**src/hdl/pcl_pkg.sv**
```systemverilog
/*
  pcl_pkg: register offsets, field positions and reset values of the
  pll control register block.
  assumes: a 32-bit ahb-lite register bus, one aligned word per register.
*/
`default_nettype none

package pcl_pkg;

  // ==========================================================
  // register map
  localparam logic [11:0] PCL_CTRL_OFFSET   = 12'h000;
  localparam logic [11:0] PCL_STATUS_OFFSET = 12'h004;
  localparam int          PCL_ADDR_W        = 12;

  // ==========================================================
  // pll_control fields
  localparam int PCL_CME_BIT   = 7;
  localparam int PCL_PLL_POWER_ON_BIT = 6;
  localparam int PCL_AUTO_BIT  = 5;
  localparam int PCL_ACQ_BIT   = 4;
  localparam int PCL_RSVD_BIT  = 3;
  localparam int PCL_TICK_BIT  = 2;
  localparam int PCL_WDOG_BIT  = 1;
  localparam int PCL_LIMP_BIT  = 0;

  localparam logic [7:0] PCL_CTRL_RESET = 8'hf1;
  localparam logic [7:0] PCL_CTRL_MASK  = 8'hf7;

  // ==========================================================
  // status fields
  localparam int PCL_ST_LIMP_ACTIVE = 0;
  localparam int PCL_ST_PLL_SYSCLK  = 1;
  localparam int PCL_ST_HALT_WAIT   = 2;
  localparam int PCL_ST_OSC_KEEP    = 3;
  localparam int PCL_ST_STOP        = 4;
  localparam int PCL_ST_NEAR        = 5;
  localparam int PCL_ST_MON_ACTIVE  = 6;
  localparam int PCL_ST_LIMP_WRITTEN = 7;

  // ==========================================================
  // ahb-lite encodings
  localparam logic [1:0] PCL_HTRANS_NONSEQ = 2'h2;
  localparam logic [1:0] PCL_HTRANS_SEQ    = 2'h3;

  // word address compare on the low address bits
  function automatic logic pcl_hit(input logic [PCL_ADDR_W-1:0] addr,
                                   input logic [11:0] offset);
    pcl_hit = (addr[PCL_ADDR_W-1:2] == offset[PCL_ADDR_W-1:2]);
  endfunction

endpackage

`default_nettype wire

```
**src/hdl/pcl_top.sv**
```systemverilog
/*
  pcl_top: pll control register with its write qualification, an
  ahb-lite slave for software, and the control levels it steers.
  assumes: mode inputs come from clock generator logic on mclk; the
  crystal failure and vco near-target levels come from analog logic
  and are synchronised here.
*/
// Chosen here: the register offsets and register access over AHB-Lite.
// Behaviour
// - monitor enable bit 7 writable anytime except while limp clock is active.
// - enabled monitor reacts to a failed crystal by reset or limp clock entry.
// - in full stop without oscillator, the monitor is off regardless of bit 7.
// - pll power bit 6 ignores writes while pll drives the system clock.
// - limp clock mode forces the pll on; bit 6 reads its latched value.
// - power on with automatic bandwidth lets the pll lock on its own.
// - automatic bit 5 set picks the filter from vco nearness, ignoring bit 4.
// - writes to the automatic bit are ignored while pll halt in wait is set.
// - with automatic off, bit 4 picks the filter: 1 wide, 0 narrow.
// - bit 2 keeps the tick divider running in pseudo-stop, else it stops.
// - stopped tick divider holds its count in pseudo-stop, no reinitialise.
// - bit 1 keeps the watchdog divider running in pseudo-stop, else it stops.
// - stopped watchdog divider holds its count in pseudo-stop, no reinitialise.
// - limp enable bit 0 write-once in normal modes, anytime in special; no clear in limp.
// - crystal failure gives monitor reset if bit 0 is 0, limp clock entry if 1.
// - pll halt in wait forces the automatic bit to 1.
// - pseudo-stop is stop with the oscillator kept running.
`timescale 1ns/1ps
`default_nettype none

module pcl_top
  import pcl_pkg::*;
(
  input  wire logic                              mclk,
  input  wire logic                              reset,
  input  wire logic                              hsel,
  input  wire logic [31:0]                       haddr,
  input  wire logic [1:0]                        htrans,
  input  wire logic                              hwrite,
  input  wire logic [2:0]                        hsize,
  input  wire logic [31:0]                       hwdata,
  input  wire logic                              hready,
  output var  logic [31:0]                       hrdata,
  output var  logic                              hreadyout,
  output var  logic                              hresp,
  input  wire logic                              limpClockActive,
  input  wire logic                              pllAsSystemClock,
  input  wire logic                              pllHaltInWait,
  input  wire logic                              oscKeepInStop,
  input  wire logic                              stopActive,
  input  wire logic                              specialMode,
  input  wire logic                              crystalFailAsync,
  input  wire logic                              vcoNearTargetAsync,
  output var  logic                              pllPowerOut,
  output var  logic                              wideFilterOut,
  output var  logic                              autoBandwidthOut,
  output var  logic                              tickDividerRun,
  output var  logic                              watchdogDividerRun,
  output var  logic                              monitorActive,
  output var  logic                              monitorResetReq,
  output var  logic                              limpEnterReq
);

  import pcl_pkg::*;

  // ==========================================================
  // state
  typedef struct packed
  {
    logic [7:0]            ctrl;
    logic                  limpWritten;
    logic                  wrPend;
    logic [PCL_ADDR_W-1:0] wrAddr;
    logic [31:0]           rdata;
    logic                  pllPower;
    logic                  wideFilter;
    logic                  autoBw;
    logic                  tickRun;
    logic                  wdogRun;
  } pcl_top_state_t;

  pcl_top_state_t state_reg;
  pcl_top_state_t state_next;

  logic       failSync;
  logic       nearSync;
  logic       monActiveInt;
  logic       monResetInt;
  logic       limpReqInt;
  logic       addrPhase;
  logic       wrCtrl;
  logic       pseudoStop;
  logic [7:0] wdata;
  logic [7:0] ctrlNew;
  logic [7:0] status;

  // ==========================================================
  // synchronisers for analog levels
  pcl_sync2 u_failSync
  (
    .mclk    (mclk),
    .reset   (reset),
    .asyncIn (crystalFailAsync),
    .syncOut (failSync)
  );

  pcl_sync2 u_nearSync
  (
    .mclk    (mclk),
    .reset   (reset),
    .asyncIn (vcoNearTargetAsync),
    .syncOut (nearSync)
  );

  // ==========================================================
  // clock monitor and failure reaction
  pcl_fail_action u_failAction
  (
    .mclk            (mclk),
    .reset           (reset),
    .failSync        (failSync),
    .monitorEnable   (state_reg.ctrl[PCL_CME_BIT]),
    .stopActive      (stopActive),
    .oscKeepInStop   (oscKeepInStop),
    .limpEnable      (state_reg.ctrl[PCL_LIMP_BIT]),
    .limpActive      (limpClockActive),
    .monitorActive   (monActiveInt),
    .monitorResetReq (monResetInt),
    .limpEnterReq    (limpReqInt)
  );

  // ==========================================================
  // register update, bus and control levels
  always_comb
  begin
    state_next = state_reg;
    addrPhase  = hsel && hready && (htrans == PCL_HTRANS_NONSEQ || htrans == PCL_HTRANS_SEQ);
    wrCtrl     = state_reg.wrPend && pcl_hit(state_reg.wrAddr, PCL_CTRL_OFFSET);
    wdata      = hwdata[7:0];
    ctrlNew    = state_reg.ctrl;
    pseudoStop = stopActive && oscKeepInStop;

    // data phase of a write
    if (wrCtrl)
    begin
      if (!limpClockActive)
        ctrlNew[PCL_CME_BIT] = wdata[PCL_CME_BIT];
      if (!pllAsSystemClock)
        ctrlNew[PCL_PLL_POWER_ON_BIT] = wdata[PCL_PLL_POWER_ON_BIT];
      if (!pllHaltInWait)
        ctrlNew[PCL_AUTO_BIT] = wdata[PCL_AUTO_BIT];
      ctrlNew[PCL_ACQ_BIT]  = wdata[PCL_ACQ_BIT];
      ctrlNew[PCL_TICK_BIT] = wdata[PCL_TICK_BIT];
      ctrlNew[PCL_WDOG_BIT] = wdata[PCL_WDOG_BIT];
      if ((specialMode || !state_reg.limpWritten)
          && !(limpClockActive && !wdata[PCL_LIMP_BIT]))
        ctrlNew[PCL_LIMP_BIT] = wdata[PCL_LIMP_BIT];
      if (!specialMode)
        state_next.limpWritten = 1'b1;
    end
    if (pllHaltInWait)
      ctrlNew[PCL_AUTO_BIT] = 1'b1;
    ctrlNew          = ctrlNew & PCL_CTRL_MASK;
    state_next.ctrl  = ctrlNew;

    // address phase capture
    state_next.wrPend = addrPhase && hwrite;
    if (addrPhase)
      state_next.wrAddr = haddr[PCL_ADDR_W-1:0];

    status = '0;
    status[PCL_ST_LIMP_ACTIVE]  = limpClockActive;
    status[PCL_ST_PLL_SYSCLK]   = pllAsSystemClock;
    status[PCL_ST_HALT_WAIT]    = pllHaltInWait;
    status[PCL_ST_OSC_KEEP]     = oscKeepInStop;
    status[PCL_ST_STOP]         = stopActive;
    status[PCL_ST_NEAR]         = nearSync;
    status[PCL_ST_MON_ACTIVE]   = monActiveInt;
    status[PCL_ST_LIMP_WRITTEN] = state_next.limpWritten;

    // read data is taken in the address phase from the updated state
    if (addrPhase && !hwrite)
    begin
      if (pcl_hit(haddr[PCL_ADDR_W-1:0], PCL_CTRL_OFFSET))
        state_next.rdata = {24'h000000, ctrlNew};
      else if (pcl_hit(haddr[PCL_ADDR_W-1:0], PCL_STATUS_OFFSET))
        state_next.rdata = {24'h000000, status};
      else
        state_next.rdata = 32'h00000000;
    end

    // control levels toward the pll and dividers
    state_next.pllPower = state_reg.ctrl[PCL_PLL_POWER_ON_BIT] || limpClockActive;
    state_next.autoBw   = state_reg.ctrl[PCL_AUTO_BIT];
    if (state_reg.ctrl[PCL_AUTO_BIT])
      state_next.wideFilter = !nearSync;
    else
      state_next.wideFilter = state_reg.ctrl[PCL_ACQ_BIT];
    state_next.tickRun = !(pseudoStop && !state_reg.ctrl[PCL_TICK_BIT]);
    state_next.wdogRun = !(pseudoStop && !state_reg.ctrl[PCL_WDOG_BIT]);
  end

  always_ff @(posedge mclk or posedge reset)
  begin
    if (reset)
    begin
      state_reg             <= '0;
      state_reg.ctrl        <= PCL_CTRL_RESET;
      state_reg.limpWritten <= 1'b0;
      state_reg.pllPower    <= 1'b1;
      state_reg.autoBw      <= 1'b1;
      state_reg.wideFilter  <= 1'b1;
      state_reg.tickRun     <= 1'b1;
      state_reg.wdogRun     <= 1'b1;
    end
    else
      state_reg <= state_next;
  end

  // ==========================================================
  // outputs
  assign hrdata             = state_reg.rdata;
  assign hreadyout          = 1'b1;
  assign hresp              = 1'b0;
  assign pllPowerOut        = state_reg.pllPower;
  assign wideFilterOut      = state_reg.wideFilter;
  assign autoBandwidthOut   = state_reg.autoBw;
  assign tickDividerRun     = state_reg.tickRun;
  assign watchdogDividerRun = state_reg.wdogRun;
  assign monitorActive      = monActiveInt;
  assign monitorResetReq    = monResetInt;
  assign limpEnterReq       = limpReqInt;

endmodule

`default_nettype wire

```
**src/hdl/pcl_sync2.sv**
```systemverilog
/*
  pcl_sync2: two flip-flop synchroniser for one level.
  assumes: the input is asynchronous to mclk.
*/
`timescale 1ns/1ps
`default_nettype none

module pcl_sync2
(
  input  wire logic mclk,
  input  wire logic reset,
  input  wire logic asyncIn,
  output var  logic syncOut
);

  typedef struct packed
  {
    logic stage1;
    logic stage2;
  } pcl_sync_state_t;

  pcl_sync_state_t state_reg;
  pcl_sync_state_t state_next;

  // ==========================================================
  // capture chain
  always_comb
  begin
    state_next        = state_reg;
    state_next.stage1 = asyncIn;
    state_next.stage2 = state_reg.stage1;
  end

  always_ff @(posedge mclk or posedge reset)
  begin
    if (reset)
      state_reg <= '0;
    else
      state_reg <= state_next;
  end

  assign syncOut = state_reg.stage2;

endmodule

`default_nettype wire

```
**src/hdl/pcl_fail_action.sv**
```systemverilog
/*
  pcl_fail_action: clock monitor gating and the reaction to a failed
  crystal clock (monitor reset request or limp clock entry request).
  assumes: failure level already synchronised to mclk.
*/
`timescale 1ns/1ps
`default_nettype none

module pcl_fail_action
(
  input  wire logic mclk,
  input  wire logic reset,
  input  wire logic failSync,
  input  wire logic monitorEnable,
  input  wire logic stopActive,
  input  wire logic oscKeepInStop,
  input  wire logic limpEnable,
  input  wire logic limpActive,
  output var  logic monitorActive,
  output var  logic monitorResetReq,
  output var  logic limpEnterReq
);

  typedef struct packed
  {
    logic active;
    logic failSeen;
    logic resetReq;
    logic limpReq;
  } pcl_fail_state_t;

  pcl_fail_state_t state_reg;
  pcl_fail_state_t state_next;
  logic            monOn;
  logic            failNew;

  // ==========================================================
  // monitor gating and failure reaction
  always_comb
  begin
    state_next        = state_reg;
    monOn             = monitorEnable && !(stopActive && !oscKeepInStop);
    failNew           = monOn && failSync && !state_reg.failSeen;
    state_next.active = monOn;
    state_next.failSeen = monOn && failSync;
    state_next.resetReq = failNew && !limpEnable;
    state_next.limpReq  = failNew && limpEnable && !limpActive;
  end

  always_ff @(posedge mclk or posedge reset)
  begin
    if (reset)
      state_reg <= '0;
    else
      state_reg <= state_next;
  end

  assign monitorActive   = state_reg.active;
  assign monitorResetReq = state_reg.resetReq;
  assign limpEnterReq    = state_reg.limpReq;

endmodule

`default_nettype wire

```
**config.mk**
```make
export PLATFORM = sky130hd
export DESIGN_NAME = pcl_top
export DESIGN_NICKNAME = d
export VERILOG_FILES = /design/src/hdl/pcl_pkg.sv /design/src/hdl/pcl_top.sv /design/src/hdl/pcl_sync2.sv /design/src/hdl/pcl_fail_action.sv
export SDC_FILE = /design/constraint.sdc
export NUM_CORES = 1
export LEC_CHECK = 0
export ABC_AREA = 0
export BUFFER_PORTS_ARGS = -buffer_cell sky130_fd_sc_hd__buf_2
export CAP_MARGIN = 10
export CORE_ASPECT_RATIO = 1.4
export CORE_MARGIN = 5
export CORE_UTILIZATION = 45
export DETAILED_ROUTE_END_ITERATION = 12
export HOLD_SLACK_MARGIN = 0.1
export PLACE_DENSITY = 0.86
export SLEW_MARGIN = 15
export SYNTH_ARGS = -nofsm -noshare
export SYNTH_HDL_FRONTEND = slang
export SYNTH_SLANG_ARGS = --single-unit
```
**constraint.sdc**
```tcl
create_clock -name mclk -period 4.9 [get_ports mclk]
set_clock_uncertainty 0.1 [all_clocks]
set_input_delay 0.49 -clock mclk [delete_from_list [all_inputs] [get_ports mclk]]
set_output_delay 0.49 -clock mclk [all_outputs]
set_load 0.01 [all_outputs]
```
* Yosys cells after proc, flatten, opt, wreduce, memory -nomap -nowiden
Index checks and enable logic that the tools add are counted.
** Word-level totals
- Flip-flop bits (word level) :: 66
- Bits of input ports :: 82
- Output and inout port bits :: 42
** Operators by class
- Eq/ne operators :: 3
- Mux-type cells :: 12
- Reductions and logical operators :: 36
** Operator list (count)
- $logic_not 10->1 :: 2
- $logic_and 1x1->1 :: 17
- $mux 8 :: 2
- $logic_not 1->1 :: 14
- $eq 10x1->1 const B :: 1
- $mux 1 :: 8
- $eq 2x2->1 const B :: 2
- $mux 4 :: 1
- $logic_or 1x1->1 :: 3
- $mux 3 :: 1

* Depth between registers and ports, before layout
- Depth after elaboration :: 8
- Depth in mapped cells :: 6

* Cells and area by module
Synthesis repeated with hierarchy kept, for this count alone.
** Second synthesis, totals
- Cell total of the unflattened synthesis :: 180
- Area total of the unflattened synthesis :: 1970.6 um2
** Modules (own cells, without submodules)
- pcl_top :: times used 1, cells an instance 162, area each 1700.4 um2, sequential area each 813.3 um2
- pcl_fail_action :: times used 1, cells an instance 12, area each 162.7 um2, sequential area each 100.1 um2
- pcl_sync2 :: times used 2, cells an instance 3, area each 53.8 um2, sequential area each 50.0 um2

* Worst setup path before layout
OpenSTA, ideal clock, no wires.
- Path type :: input-to-reg
- From :: input haddr[6]
- To :: register state_reg (netlist bit hrdata[5])
- Setup time :: 0.066 ns
- Arrival time :: 1.627 ns
- Required time :: 4.734 ns
- Slack :: 3.106 ns
- Stages :: 6
- Cells stage by stage :: nor3_1 -> nand3b_4 -> or4_1 -> buf_2 -> a21o_1 -> nand2_1
** On the way
- Cells in the longest elaborated chain, start to end :: 3
** Ends and longest elaborated chain
- from (decl) :: line pcl_top.sv:36 : input wire logic [31:0] haddr,
- $eq 10x1->1 :: line pcl_pkg.sv:49 : pcl_hit = (addr[PCL_ADDR_W-1:2] == offset[PCL_ADDR_W-1:2]);
- $mux 8 :: line pcl_top.sv:185 : else if (pcl_hit(haddr[PCL_ADDR_W-1:0], PCL_STATUS_OFFSET))
- $mux 8 * :: line pcl_top.sv:183 : if (pcl_hit(haddr[PCL_ADDR_W-1:0], PCL_CTRL_OFFSET))
- to (signal assigned) :: line pcl_top.sv:216 : state_reg <= state_next;
- to (decl) :: line pcl_top.sv:81 : pcl_top_state_t state_reg;
Every way passes the cells marked *; elsewhere a longest branch is shown, timed or not.
A chain may end at the register's enable or synchronous reset.

* Final worst setup path
- From :: register state_reg[40] (netlist bit)
- To :: register state_reg (netlist bit hrdata[7])
** On the way
- Cells in the longest elaborated chain, start to end :: 5
** Ends and longest elaborated chain
- $logic_not 10->1 * :: line pcl_pkg.sv:49
- $logic_and 1x1->1 * :: line pcl_top.sv:137 : wrCtrl = state_reg.wrPend && pcl_hit(state_reg.wrAddr, PCL_CTRL_OFFSET);
- $mux 1 :: line pcl_top.sv:143 : if (wrCtrl)
- $mux 8 :: line pcl_top.sv:185
- $mux 8 * :: line pcl_top.sv:183
Marked as above.

==> qor.yml <==
worst_setup_path:
  cp_cell_sequence: "nor4b_1, nand3_2, nor2_1, mux2i_1, o21ai_1"
  r2r-end: "hrdata[7]$_DFFE_PP0P_"
  setup.worst_path.end: "hrdata[7]$_DFFE_PP0P_"
  path_class: "register to register"
  path_delay_family: "simple AND/OR/NAND/NOR gates"
  cp.required_ns: 4.97
  cp-startpoint: "state_reg[40]$_DFFE_PP0N_"
  reg2reg_slack_ns: 3.09
  arrival_ns: 1.88
  path_buf_inv: 0
  cpPeakStageDelay_ns: 0.38
  critPathLaunchType: "register"
  crit_slowest_cell: "dfrtp_1"
  critPathMaxFanout: 9
  cp_num_cells: 5
  worst_r2r_path_depth: 5
  crit_path_end_kind: "register"
  reg2reg_from: "state_reg[40]$_DFFE_PP0N_"
outcome:
  status: "complete, no violations"
synthesis:
  ys_async_sr_fraction_pct: 100
  syn_inst: 150
  seq_area_frac_synth_pct: 54.6
  synth_flop_cell: "dfrtp_1"
  syn-mean-instance-area_sq_um: 12.4
  yosysWarnings: 0
  synthesis.area_sq_um: 1860
  yosysUniqueCellTypes: 33
  synth-seq-cells: 40
  synth_edf_count: 0
floorplanning:
  die_h_microns: 86.0
  core_area_sq_um: 3950
  die_w_microns: 64.3
  rows: 27
  ios: 124
  die-area_sq_um: 5530
  start_util_pct: 46.9
timing:
  maxSlewViolCount: 0
  finalCritPeriodShare_pct: 37.0
  tightest_slew_ns: 0.545
  holdWs_ns: 0.199
  finalSetupViolCount: 0
  tns_ns: 0
  period_minus_slack_ns: 1.81
  max_freq_mhz: 552
  hold_violations: 0
  max_slew_margin_pct: 63.5
  grt_setup_unrepaired: "no"
route:
  dr_total_vias: 1131
  antenna_left: 0
  drtIter0Drc: 42
  post_drt_wl_per_cell_microns: 14.0
  drt_wl_total_microns: 3290
  via_per_inst: 4.79
  drtPass1Iterations: 4
  drc_errors: 0
finish:
  diodes: 0
  final_cell_mix: "46 x buf_2, 30 x dfrtp_1, 26 x conb_1"
  largest_reg_flops: 18
  final_common_cell: "buf_2"
  regArea_sq_um: 1010
  fillers: 380
  multiInputGateArea_sq_um: 634
  nets: 274
  drive_above_1_share_pct: 43.5
  synthToLayoutAreaGrowth_pct: 11.3
  fin_util_pct: 52.3
  fin_cells: 236
placement:
  portBuffers: 46
  gp_congestion: 0.714
  hpwl_microns: 2540
  dp_cells: 228
flow_run:
  max-cap-violations: 0
power_and_ir_drop:
  power.density_nw_per_um2: 320
  seqPwrFrac_pct: 56.1
  internal_power_uw: 503
  power.switching_uw: 158
  clkPwrFrac_pct: 33.3
  power_frac_comb_pct: 10.7
  sw_frac_of_total_pct: 23.9
  leakagePower_uw: 0.00109
  peakVddDrop_mv: 0.270
clocking:
  clock_path_buffers: 2
  cts_resized: 0
  clock-sinks: 40
  cts.hold.buffers_added: 0
  cts_max_level: 2
  cts-root-buf: "clkbuf_8"
  insertion_delay_ns: 0.29
  post-cts-setup-buffer-count: 0
  cts_tree: "done"
  clk_pin_slew_ns: 0.07
  numCtsBuffers: 5
worst_hold_path:
  hold_path_class: "input port to asynchronous set/reset pin"
global_routing:
  gr-total-overflow: 0
  gr-usage-all-layers_pct: 12.8
  grt_pass1_wl_microns: 5510
  grt_pass1_vias: 1207
  grt_max_degree: 41
  antenna_found_initial: 0
==> worst min-delay path by stage <==
stage / from / end / slack [ns] / cells after the start
floorplan: u_failSync.state_next[0]$_DFF_PP0_ / u_failSync.syncOut$_DFF_PP0_ / 0.23 / 0
CTS: vcoNearTargetAsync / u_nearSync.state_next[0]$_DFF_PP0_ / 0.19 / 1
global route: vcoNearTargetAsync / u_nearSync.state_next[0]$_DFF_PP0_ / 0.19 / 1
finish: reset / u_failSync.syncOut$_DFF_PP0_ / 0.20 / 3
global placement: u_failSync.state_next[0]$_DFF_PP0_ / u_failSync.syncOut$_DFF_PP0_ / 0.23 / 0
detailed placement: u_failSync.state_next[0]$_DFF_PP0_ / u_failSync.syncOut$_DFF_PP0_ / 0.24 / 0
==> cells by family after synthesis <==
group | Yosys count | share of synthesized area, %
buffers and inverters | 45 | 16.0
flip-flops | 40 | 54.6
AND/OR/NAND/NOR | 30 | 12.7
multiplexers | 17 | 10.0
AO/OA/AOI/OAI | 16 | 6.14
other | 2 | 0.405
==> power groups by stage <==
stage / registers, uW / clock network, uW / logic [uW]
2_1_floorplan: 375 / 0 / 59.1
6_report: 371 / 220 / 70.7
5_1_grt: 373 / 246 / 80.0
4_1_cts: 371 / 226 / 71.7
3_3_place_gp: 376 / 0 / 69.7
3_5_place_dp: 377 / 0 / 71.6
==> cell usage after synthesis (2+ instances only) <==
cell,instances,area [sq um]
a22oi_1,7,52.6
buf_4,34,255
conb_1,2,7.51
dfrtp_1,30,751
dfstp_2,10,263
inv_1,9,33.8
mux2_2,13,146
mux2i_1,4,40.0
nand2_1,6,22.5
nand2b_1,4,25.0
nand3b_1,2,15.0
nor2_1,3,11.3
nor3_1,3,15.0
nor4b_1,2,17.5
o21ai_1,3,15.0
==> per-layer routing <==
metal	global-route usage [%]	part of all wire (%)	up-vias
met5	0	0	-
met4	4.44	1.7	0
met3	4.46	9.3	6
met2	22.8	52	44
met1	13.7	36	551
li1	-	-	530
==> worst register-to-register path, cell delays in order (launching register included) <==
cell	delay (ns)
dfrtp_1	0.38
nor4b_1	0.38
nand3_2	0.29
nor2_1	0.19
mux2i_1	0.25
o21ai_1	0.10
==> stage by stage <==
stage / total power, uW / worst slack (ns) / area, sq um
2_1_floorplan: 434 / 3.11 / 1950
3_3_place_gp: 445 / 2.77 / 1970
3_5_place_dp: 449 / 2.78 / 1970
4_1_cts: 669 / 3.02 / 2070
5_1_grt: 699 / 2.89 / 2070
6_report: 661 / 3.09 / 2070
==> final cells by class <==
cell class | instances | share of cell area (%)
flip-flops and latches | 40 | 49.1
multi-input cells | 89 | 30.7
repair buffers | 47 | 11.5
clock buffers | 6 | 4.00
well taps | 43 | 2.60
inverters | 9 | 1.64
clock inverters | 2 | 0.485
No activity file was read; power rests on OpenSTA's default activity.
